==> config.mk <==
export PLATFORM = sky130hd
export DESIGN_NAME = spb_device_flat
export DESIGN_NICKNAME = d
export VERILOG_FILES = /design/src/hdl/spb_pkg.sv /design/src/hdl/spb_if.sv /design/src/hdl/spb_device.sv /design/src/flat_wrapper.sv
export VERILOG_INCLUDE_DIRS = /design/src /design/src/hdl
export SDC_FILE = /design/constraint.sdc
export NUM_CORES = 1
export LEC_CHECK = 0
export ABC_AREA = 1
export BUFFER_PORTS_ARGS = -buffer_cell sky130_fd_sc_hd__buf_2
export CAP_MARGIN = 20
export CORE_MARGIN = 5
export CORE_UTILIZATION = 55
export DETAILED_ROUTE_END_ITERATION = 8
export PLACE_DENSITY_LB_ADDON = 0.12
export SETUP_SLACK_MARGIN = 0.1
export SLEW_MARGIN = 10
export SYNTH_ARGS = -nofsm -noshare
export SYNTH_HDL_FRONTEND = slang
export SYNTH_SLANG_ARGS = --single-unit
==> constraint.sdc <==
create_clock -name i_clk -period 4.82 [get_ports i_clk]
set_input_delay 0.723 -clock i_clk [delete_from_list [all_inputs] [get_ports i_clk]]
set_output_delay 0.723 -clock i_clk [all_outputs]
set_load 0.01 [all_outputs]
==> src/hdl/spb_regs.svh <==
// timing constants, command codes and pin defaults for the speech playback command link
`ifndef SPB_REGS_SVH
`define SPB_REGS_SVH

`define SPB_CLK_PERIOD_NS   4
`define SPB_CMD_BUSY_NS     2000000
`define SPB_CMD_BUSY_CYC    (`SPB_CMD_BUSY_NS / `SPB_CLK_PERIOD_NS)
`define SPB_CMD_WIN_NS      10000000
`define SPB_CMD_WIN_CYC     (`SPB_CMD_WIN_NS / `SPB_CLK_PERIOD_NS)
`define SPB_SPIKE_NS        50
`define SPB_SPIKE_CYC       ((`SPB_SPIKE_NS + `SPB_CLK_PERIOD_NS - 1) / `SPB_CLK_PERIOD_NS)
`define SPB_PHRASE_UNIT_CYC 250000
`define SPB_HALF_BIT_CYC    32

`define SPB_OP_POWER_UP     4'h0
`define SPB_OP_POWER_DOWN   4'h2
`define SPB_OP_STOP         4'h3
`define SPB_OP_PLAY         4'h4
`define SPB_OP_START        4'h5
`define SPB_OP_SILENCE      4'h6
`define SPB_OP_REPEAT_SET   4'h7
`define SPB_OP_REPEAT_CLEAR 4'h8
`define SPB_OP_CHAN_VOLUME  4'h9
`define SPB_OP_AMP_VOLUME   4'ha

`define SPB_OP_MSB          7
`define SPB_OP_LSB          4
`define SPB_LEN_MSB         3
`define SPB_LEN_LSB         1
`define SPB_CH_BIT          0

// pin order {reset_in_low, sel_n, ser_data, ser_clk}
`define SPB_PIN_IDLE        4'hc

`endif

==> src/hdl/spb_pkg.sv <==
// types shared by both ends of the speech playback command link
package spb_pkg;

  typedef enum logic [0:0]
  {
    SPB_PWR_OFF = 1'b0,
    SPB_PWR_ON  = 1'b1
  } spb_pwr_t;

  typedef enum logic [0:0]
  {
    SPB_CH_IDLE = 1'b0,
    SPB_CH_PLAY = 1'b1
  } spb_ch_t;

  typedef enum logic [1:0]
  {
    SPB_H_IDLE  = 2'b00,
    SPB_H_LOW   = 2'b01,
    SPB_H_HIGH  = 2'b10,
    SPB_H_DESEL = 2'b11
  } spb_host_st_t;

endpackage

==> src/hdl/spb_if.sv <==
// link between the playback device and its host
`timescale 1ns/10ps
interface spb_if;
  logic       ser_clk;
  logic       ser_data;
  logic       sel_n;
  logic       reset_in_low;
  logic [1:0] channel_busy_n;
  logic [1:0] cmd_accept_n;

  modport dev
  (
    input  ser_clk,
    input  ser_data,
    input  sel_n,
    input  reset_in_low,
    output channel_busy_n,
    output cmd_accept_n
  );

  modport host
  (
    output ser_clk,
    output ser_data,
    output sel_n,
    output reset_in_low,
    input  channel_busy_n,
    input  cmd_accept_n
  );
endinterface

==> src/hdl/spb_device.sv <==
// speech playback device: serial command intake, power state and per-channel playback sequencing
// Operation
// - oscillator stays stopped until power-up command
// - reset pin while waiting acts as power-down
// - busy low for command interval plus phrase
// - host chains next play within window
// - host chains next start within window
// - host chains silence or play within window
// - host sends repeat-set within window of start
// - acceptance low phase follows next command arrival
// - reject serial glitches up to spike limit
// - busy low while processing or channel playing
// - acceptance low while processing or request pending
// - command busy interval lasts at most limit
// - command enable window at most ten ms
`timescale 1ns/10ps
`include "spb_regs.svh"
module spb_device
  import spb_pkg::*;
#(
  parameter int CMD_BUSY_CYC    = `SPB_CMD_BUSY_CYC,
  parameter int CMD_WIN_CYC     = `SPB_CMD_WIN_CYC,
  parameter int PHRASE_UNIT_CYC = `SPB_PHRASE_UNIT_CYC,
  parameter int SPIKE_CYC       = `SPB_SPIKE_CYC
)
(
  // clock and reset
  input  wire logic       i_clk,
  input  wire logic       i_rst,
  // link to host
  spb_if.dev              link,
  // user side
  output logic            o_osc_run,
  output logic [1:0]      o_playing,
  output logic [1:0]      o_repeat,
  output logic            o_cmd_strobe,
  output logic [7:0]      o_cmd_byte
);

  localparam int CW = 24;
  localparam logic [3:0] PIN_IDLE = `SPB_PIN_IDLE;

  ////////////////////////////////////////////////////////////////////////////////
  // pin synchronisers and spike filters

  logic [3:0] pin_raw;
  logic [3:0] pin_f;

  assign pin_raw = {link.reset_in_low, link.sel_n, link.ser_data, link.ser_clk};

  for (genvar g = 0; g < 4; g++)
  begin : g_pin
    logic [2:0] sync_q;
    logic [4:0] cnt_q;
    logic       filt_q;

    always_ff @(posedge i_clk)
    begin
      if (i_rst)
      begin
        sync_q <= {3{PIN_IDLE[g]}};
      end
      else
      begin
        sync_q <= {sync_q[1:0], pin_raw[g]};
      end
    end

    // a level must hold longer than the spike limit before it counts
    always_ff @(posedge i_clk)
    begin
      if (i_rst)
      begin
        cnt_q  <= 5'h00;
        filt_q <= PIN_IDLE[g];
      end
      else if ((sync_q[1] == sync_q[2]) && (sync_q[2] != filt_q))
      begin
        if (cnt_q == 5'(SPIKE_CYC - 1))
        begin
          filt_q <= sync_q[2];
          cnt_q  <= 5'h00;
        end
        else
        begin
          cnt_q <= cnt_q + 5'h01;
        end
      end
      else
      begin
        cnt_q <= 5'h00;
      end
    end

    assign pin_f[g] = filt_q;
  end

  ////////////////////////////////////////////////////////////////////////////////
  // serial byte intake, msb first on rising serial clock

  logic       clk_prev_q;
  logic [2:0] bit_cnt_q;
  logic [6:0] shift_q;
  logic       cmd_v;
  logic [7:0] cmd_b;

  assign cmd_v = pin_f[0] && !clk_prev_q && !pin_f[2] && (bit_cnt_q == 3'h7);
  assign cmd_b = {shift_q, pin_f[1]};

  always_ff @(posedge i_clk)
  begin
    if (i_rst)
    begin
      clk_prev_q <= 1'b0;
      bit_cnt_q  <= 3'h0;
      shift_q    <= 7'h00;
    end
    else
    begin
      clk_prev_q <= pin_f[0];
      if (pin_f[2])
      begin
        bit_cnt_q <= 3'h0;
      end
      else if (pin_f[0] && !clk_prev_q)
      begin
        bit_cnt_q <= bit_cnt_q + 3'h1;
        shift_q   <= {shift_q[5:0], pin_f[1]};
      end
    end
  end

  always_ff @(posedge i_clk)
  begin
    if (i_rst)
    begin
      o_cmd_strobe <= 1'b0;
      o_cmd_byte   <= 8'h00;
    end
    else
    begin
      o_cmd_strobe <= cmd_v;
      if (cmd_v)
      begin
        o_cmd_byte <= cmd_b;
      end
    end
  end

  ////////////////////////////////////////////////////////////////////////////////
  // power state and command busy interval

  logic [3:0] op;
  logic       pwr_on;
  logic       go_down;
  logic       cmd_ok;
  logic       proc;
  spb_pwr_t   pwr_q;
  logic [CW-1:0] cb_cnt_q;

  assign op      = cmd_b[`SPB_OP_MSB:`SPB_OP_LSB];
  assign pwr_on  = (pwr_q == SPB_PWR_ON);
  assign cmd_ok  = cmd_v && (pwr_on || (op == `SPB_OP_POWER_UP));
  assign go_down = pwr_on && ((cmd_v && (op == `SPB_OP_POWER_DOWN)) || !pin_f[3]);
  assign proc    = (cb_cnt_q != '0);

  always_ff @(posedge i_clk)
  begin
    if (i_rst)
    begin
      pwr_q <= SPB_PWR_OFF;
    end
    else
    begin
      case (pwr_q)
        SPB_PWR_OFF:
        begin
          if (cmd_v && (op == `SPB_OP_POWER_UP) && pin_f[3])
          begin
            pwr_q <= SPB_PWR_ON;
          end
        end
        SPB_PWR_ON:
        begin
          if (go_down)
          begin
            pwr_q <= SPB_PWR_OFF;
          end
        end
        default:
        begin
          pwr_q <= SPB_PWR_OFF;
        end
      endcase
    end
  end

  always_ff @(posedge i_clk)
  begin
    if (i_rst || go_down)
    begin
      cb_cnt_q <= '0;
    end
    else if (cmd_ok)
    begin
      cb_cnt_q <= CW'(CMD_BUSY_CYC);
    end
    else if (proc)
    begin
      cb_cnt_q <= cb_cnt_q - CW'(1);
    end
  end

  always_ff @(posedge i_clk)
  begin
    if (i_rst)
    begin
      o_osc_run <= 1'b0;
    end
    else
    begin
      o_osc_run <= pwr_on && !go_down;
    end
  end

  ////////////////////////////////////////////////////////////////////////////////
  // playback channels

  logic [1:0] busy_d;
  logic [1:0] acc_d;
  logic [1:0] play_d;
  logic [1:0] rep_d;

  for (genvar c = 0; c < 2; c++)
  begin : g_ch
    spb_ch_t       st_q;
    logic          pend_q;
    logic [2:0]    pend_len_q;
    logic [2:0]    len_q;
    logic [CW-1:0] play_cnt_q;
    logic [CW-1:0] win_cnt_q;
    logic          loop_q;
    logic          mine;
    logic          chain;
    logic          in_win;
    logic          end_now;
    logic          start;
    logic          restart;
    logic [2:0]    start_len;

    assign mine    = cmd_ok && (cmd_b[`SPB_CH_BIT] == 1'(c));
    assign chain   = mine && ((op == `SPB_OP_PLAY) || (op == `SPB_OP_START) || (op == `SPB_OP_SILENCE));
    assign in_win  = (win_cnt_q < CW'(CMD_WIN_CYC));
    assign end_now = (st_q == SPB_CH_PLAY) && (play_cnt_q == CW'(1));
    // a late chain still waits for the phrase end, never cuts it
    assign start   = pend_q && (((st_q == SPB_CH_IDLE) && !proc) || end_now);
    assign restart = end_now && loop_q && !pend_q;
    assign start_len = restart ? len_q : pend_len_q;

    always_ff @(posedge i_clk)
    begin
      if (i_rst || go_down || (mine && (op == `SPB_OP_STOP)))
      begin
        st_q       <= SPB_CH_IDLE;
        len_q      <= 3'h0;
        play_cnt_q <= '0;
        win_cnt_q  <= '0;
      end
      else if (start || restart)
      begin
        st_q       <= SPB_CH_PLAY;
        len_q      <= start_len;
        play_cnt_q <= CW'((int'(start_len) + 1) * PHRASE_UNIT_CYC);
        win_cnt_q  <= '0;
      end
      else if (end_now)
      begin
        st_q       <= SPB_CH_IDLE;
        play_cnt_q <= '0;
      end
      else if (st_q == SPB_CH_PLAY)
      begin
        play_cnt_q <= play_cnt_q - CW'(1);
        if (in_win)
        begin
          win_cnt_q <= win_cnt_q + CW'(1);
        end
      end
    end

    // new request beats consumption of the old one in the same cycle
    always_ff @(posedge i_clk)
    begin
      if (i_rst || go_down || (mine && (op == `SPB_OP_STOP)))
      begin
        pend_q     <= 1'b0;
        pend_len_q <= 3'h0;
      end
      else if (chain)
      begin
        pend_q     <= 1'b1;
        pend_len_q <= (op == `SPB_OP_START) ? len_q : cmd_b[`SPB_LEN_MSB:`SPB_LEN_LSB];
      end
      else if (start)
      begin
        pend_q <= 1'b0;
      end
    end

    // repeat-set only lands while the window of the running phrase is open
    always_ff @(posedge i_clk)
    begin
      if (i_rst || go_down || (mine && ((op == `SPB_OP_STOP) || (op == `SPB_OP_REPEAT_CLEAR))))
      begin
        loop_q <= 1'b0;
      end
      else if (mine && (op == `SPB_OP_REPEAT_SET) && (st_q == SPB_CH_PLAY) && in_win)
      begin
        loop_q <= 1'b1;
      end
    end

    // a pending start counts as busy so the line does not blink high before playback
    assign busy_d[c] = !(proc || pend_q || (st_q == SPB_CH_PLAY));
    assign acc_d[c]  = !(proc || pend_q);
    assign play_d[c] = (st_q == SPB_CH_PLAY);
    assign rep_d[c]  = loop_q;
  end

  always_ff @(posedge i_clk)
  begin
    if (i_rst)
    begin
      link.channel_busy_n <= 2'h3;
      link.cmd_accept_n   <= 2'h3;
      o_playing           <= 2'h0;
      o_repeat            <= 2'h0;
    end
    else
    begin
      link.channel_busy_n <= busy_d;
      link.cmd_accept_n   <= acc_d;
      o_playing           <= play_d;
      o_repeat            <= rep_d;
    end
  end

endmodule

==> src/flat_wrapper.sv <==
// flat-port wrapper written by rule: the top's interface ports become plain ports
module spb_device_flat import spb_pkg::*;
#(
  parameter int CMD_BUSY_CYC    = `SPB_CMD_BUSY_CYC,
  parameter int CMD_WIN_CYC     = `SPB_CMD_WIN_CYC,
  parameter int PHRASE_UNIT_CYC = `SPB_PHRASE_UNIT_CYC,
  parameter int SPIKE_CYC       = `SPB_SPIKE_CYC
)
  (i_clk, i_rst, o_osc_run, o_playing, o_repeat, o_cmd_strobe, o_cmd_byte, link_ser_clk, link_ser_data, link_sel_n, link_reset_in_low, link_channel_busy_n, link_cmd_accept_n);
  spb_if link_i ();
  input  wire logic i_clk;
  input  wire logic i_rst;
  output logic o_osc_run;
  output logic [1:0] o_playing;
  output logic [1:0] o_repeat;
  output logic o_cmd_strobe;
  output logic [7:0] o_cmd_byte;
  input wire logic [$bits(link_i.ser_clk)-1:0] link_ser_clk;
  input wire logic [$bits(link_i.ser_data)-1:0] link_ser_data;
  input wire logic [$bits(link_i.sel_n)-1:0] link_sel_n;
  input wire logic [$bits(link_i.reset_in_low)-1:0] link_reset_in_low;
  output wire logic [$bits(link_i.channel_busy_n)-1:0] link_channel_busy_n;
  output wire logic [$bits(link_i.cmd_accept_n)-1:0] link_cmd_accept_n;
  assign link_i.ser_clk = link_ser_clk;
  assign link_i.ser_data = link_ser_data;
  assign link_i.sel_n = link_sel_n;
  assign link_i.reset_in_low = link_reset_in_low;
  assign link_channel_busy_n = link_i.channel_busy_n;
  assign link_cmd_accept_n = link_i.cmd_accept_n;
  spb_device #(.CMD_BUSY_CYC(CMD_BUSY_CYC), .CMD_WIN_CYC(CMD_WIN_CYC), .PHRASE_UNIT_CYC(PHRASE_UNIT_CYC), .SPIKE_CYC(SPIKE_CYC)) u_core (.i_clk(i_clk), .i_rst(i_rst), .link(link_i), .o_osc_run(o_osc_run), .o_playing(o_playing), .o_repeat(o_repeat), .o_cmd_strobe(o_cmd_strobe), .o_cmd_byte(o_cmd_byte));
endmodule
==> out/qor.csv <==
metric,value,unit
die area,0.0239,mm2
area occupied by multi-input gates,0.00645,mm2
Post-Syn Area,0.0115,mm2
Pwr Density,363,mW/mm2
fin crit period,4.36,ns
Clk pwr share,39.0,%
Setup crit end kind,flip-flop,
Site Rows,53,
FF+latch area,0.00408,mm2
"commonest non-fill, non-tap cells in the layout","nand2_1, nor2_1, dfxtp_1",
placer congestion estimate,0.890,
antenna violations before repair,0,
Hold Crit Endpoint,u_core.g_pin[2].sync_q[0]$_SDFF_PP1_,
distinct cell type count after synthesis,52,
CTS Buf Count,23,
Hold Crit Depth,2,
Die Span Y,155,um
Clock Latency Late Sink,0.53,ns
reg2reg start,u_core.g_ch[0].play_cnt_q[1]$_SDFFE_PP0P_,
clock skew,0.0235,ns
htree depth,1,
Critical Path Source Type,flip-flop,
DR pass1 iterations,5,
DP HPWL,18.8,mm
ratio of cells with drive above 1 in the final layout,7.88,%
Ys Warns,0,
Slew HR,45.1,%
largest net degree at the start of global routing,29,
top_reg_cell synth,dfxtp_1,
Max-Cap Viols,0,
total power,4.56,mW
number of I/O pins,24,
Int Power,3.17,mW
CTS tree,done,
fill count,1958,
reg2reg setup slack,0.46,ns
P_leak,5.59,nW
total grt overflow,0,
Placed Area,0.0118,mm2
setup TNS,0,ns
WL final,25.8,mm
achievable frequency,0.229,GHz
Gate Count Post-Synth,1644,
clk buf depth,3,
min-delay worst type,in -> reg,
"commonest non-fill, non-tap cell in the layout",nand2_1,
Synth-to-Final Area Change,9.18,%
gr usage total,21.7,%
Net Sw Frac,30.4,%
antenna diode count,0,
Die X,155,um
# nets final,1721,
FF-to-FF End,u_core.g_ch[0].play_cnt_q[22]$_SDFFE_PP0P_,
pre-CTS setup slack,0.419,ns
vias after detailed routing,10300,
RSZ-0062 raised after global routing,false,
clock tree sinks,204,
"Clk pin slew, worst setup/hold paths",0.06,ns
# DRC,0,
DRT iter0 DRCs,622,
"Design Area, Final",0.0126,mm2
cts-stage hold buffer count,0,
fin worst setup slack,0.458,ns
Slew @ Worst Pin,0.821,ns
vias per cell,5.28,
Avg Inst Size Synth,7.00,um2
Seq pwr share,41.1,%
Max IR drop VDD,0.272,mV
placed cells,1910,
status,completed,
Post-synth EDFFs,0,
Post-synth ARST share,0,%
Root Buffer,clkbuf_16,
"Hold Vio Cnt, Final",0,
setup violators final,0,
Worst EP required,5.25,ns
crit share post-route,90.5,%
HP Start,link_sel_n,
sequential fraction of the synthesis area,35.5,%
Comb pwr share,19.9,%
CP max FO,11,
fin. max-slew vios,0,
Psw,1.39,mW
vias in the first global route,9664,
final core utilization,60.4,%
"flops & latches, synth",204,
post-CTS setup buffer count,0,
first-pass GRT wire length,44.8,mm
Crit Path Class,reg -> reg,
Starting Density,55.3,%
ANT nets after route,0,
net count after synthesis,1705,
Avg WL per Cell,13.2,um
crit path DAT,4.79,ns
fin cells,1951,
Min Hold Slack,0.382,ns
Port-buffer cells,23,
worst-case reg-to-reg path depth,27,
Core ar.,0.0208,mm2
==> cell families after synthesis <==
logic type      after synthesis  synth area share, %
fa+ha+maj                    55                 6.24
xor+xnor                     91                 6.92
simple gates                807                 30.7
flops                       204                 35.5
buf+inv                     242                 8.56
compound gates              245                 12.1
==> sequential cells by signal, summed over array words and instances (netlist names) <==
register / cells
u_core.bit_cnt_q: 3
u_core.cb_cnt_q: 24
u_core.clk_prev_q: 1
u_core.g_ch.len_q: 6
u_core.g_ch.loop_q: 2
u_core.g_ch.pend_len_q: 6
u_core.g_ch.pend_q: 2
u_core.g_ch.play_cnt_q: 48
u_core.g_ch.st_q: 2
u_core.g_ch.win_cnt_q: 48
u_core.g_pin.cnt_q: 20
u_core.g_pin.filt_q: 4
u_core.g_pin.sync_q: 12
u_core.link.channel_busy_n: 2
u_core.link.cmd_accept_n: 2
u_core.o_cmd_byte: 8
u_core.o_cmd_strobe: 1
u_core.o_osc_run: 1
u_core.o_playing: 2
u_core.o_repeat: 2
u_core.pwr_on: 1
u_core.shift_q: 7
==> final cells by class <==
class	instances	area share, %
clock buffer	28	4.89
clock inverter	13	1.25
inverter	206	6.18
multi-input combinational	1198	51.3
sequential	204	32.5
tap	275	2.74
timing repair buffer	27	1.15
==> synth_stat cells (2+ instances only) <==
| library cell | number | area, um2 |
|---|---|---|
| or2_2 | 8 | 50.1 |
| a21o_1 | 2 | 15.0 |
| dfxtp_1 | 204 | 4080 |
| o21ai_1 | 3 | 15.0 |
| o31ai_1 | 2 | 15.0 |
| nor3_1 | 27 | 135 |
| a31oi_1 | 2 | 12.5 |
| nor2_4 | 3 | 33.8 |
| fa_1 | 4 | 80.1 |
| xnor2_1 | 30 | 263 |
| ha_1 | 51 | 638 |
| a211oi_1 | 4 | 30.0 |
| nand3_1 | 89 | 445 |
| buf_6 | 3 | 33.8 |
| nor3_2 | 2 | 20.0 |
| o22ai_1 | 4 | 25.0 |
| nor2_1 | 240 | 901 |
| clkbuf_1 | 10 | 37.5 |
| nor2_2 | 8 | 50.1 |
| o21ai_0 | 76 | 380 |
| inv_1 | 192 | 721 |
| xor2_1 | 61 | 534 |
| a21oi_4 | 3 | 48.8 |
| nand2_2 | 12 | 75.1 |
| nor4_1 | 12 | 75.1 |
| nor3b_1 | 4 | 30.0 |
| buf_4 | 9 | 67.6 |
| nand2_1 | 340 | 1280 |
| nand3b_1 | 2 | 15.0 |
| o21a_1 | 3 | 22.5 |
| nand4_1 | 50 | 313 |
| buf_2 | 13 | 65.1 |
| o211ai_1 | 11 | 82.6 |
| nand3_2 | 5 | 50.1 |
| inv_2 | 12 | 45.0 |
| a21oi_1 | 127 | 636 |
==> how the worst max path moves through the flow <==
stage                                          startpoint                                          to  slack [ns]
5_1_grt        u_core.g_ch[1].play_cnt_q[12]$_SDFFE_PP0P_  u_core.g_ch[1].play_cnt_q[21]$_SDFFE_PP0P_        0.14
3_3_place_gp    u_core.g_ch[0].play_cnt_q[6]$_SDFFE_PP0P_  u_core.g_ch[0].play_cnt_q[22]$_SDFFE_PP0P_        0.60
2_1_floorplan   u_core.g_ch[0].play_cnt_q[1]$_SDFFE_PP0P_  u_core.g_ch[0].play_cnt_q[22]$_SDFFE_PP0P_        0.86
3_5_place_dp   u_core.g_ch[0].play_cnt_q[13]$_SDFFE_PP0P_  u_core.g_ch[0].play_cnt_q[22]$_SDFFE_PP0P_        0.42
6_report        u_core.g_ch[0].play_cnt_q[1]$_SDFFE_PP0P_  u_core.g_ch[0].play_cnt_q[22]$_SDFFE_PP0P_        0.46
4_1_cts        u_core.g_ch[0].play_cnt_q[13]$_SDFFE_PP0P_  u_core.g_ch[0].play_cnt_q[22]$_SDFFE_PP0P_        0.42
==> metal layers <==
layer | global-route usage (%) | routed length (um) | vias up
met2 | 35.5 | 11700 | 202
met4 | 5.80 | 587 | 0
met5 | 0 | 0 | -
met1 | 30.0 | 12300 | 4690
li1 | - | - | 5361
met3 | 3.33 | 1210 | 39
==> worst max-delay path: stages (launching register included) <==
cell     delay (ns)
dfxtp_1        0.32
inv_1          0.07
ha_1           0.16
inv_1          0.04
nor2_1         0.12
nand2_1        0.07
nor2_1         0.08
nand2_1        0.09
nor2_4         0.19
nand3_1        0.12
nand2_1        0.09
nand2_2        0.17
ha_1           0.26
nand3_1        0.09
nand2_2        0.10
ha_1           0.33
ha_1           0.29
inv_1          0.05
fa_1           0.53
inv_1          0.04
ha_1           0.32
a311o_1        0.37
nand3_1        0.08
nand2_1        0.05
nand2_1        0.06
nand3_1        0.06
nand2_1        0.07
inv_1          0.03
==> power by group through the flow <==
| stage | logic, mW | registers, mW | clock network [mW] |
|---|---|---|---|
| final | 0.905 | 1.88 | 1.78 |
| after global routing | 1.05 | 1.89 | 1.90 |
| after CTS | 0.904 | 1.87 | 1.83 |
| after detailed placement | 0.901 | 1.91 | 0 |
| after global placement | 0.895 | 1.91 | 0 |
| after floorplan | 0.715 | 1.90 | 0 |
==> repair_timing <==
action,CTS,global route
resized for setup,0,2
hold endpoints to repair,0,0
setup endpoints to repair,0,1
(Power assumes the default switching activity.)
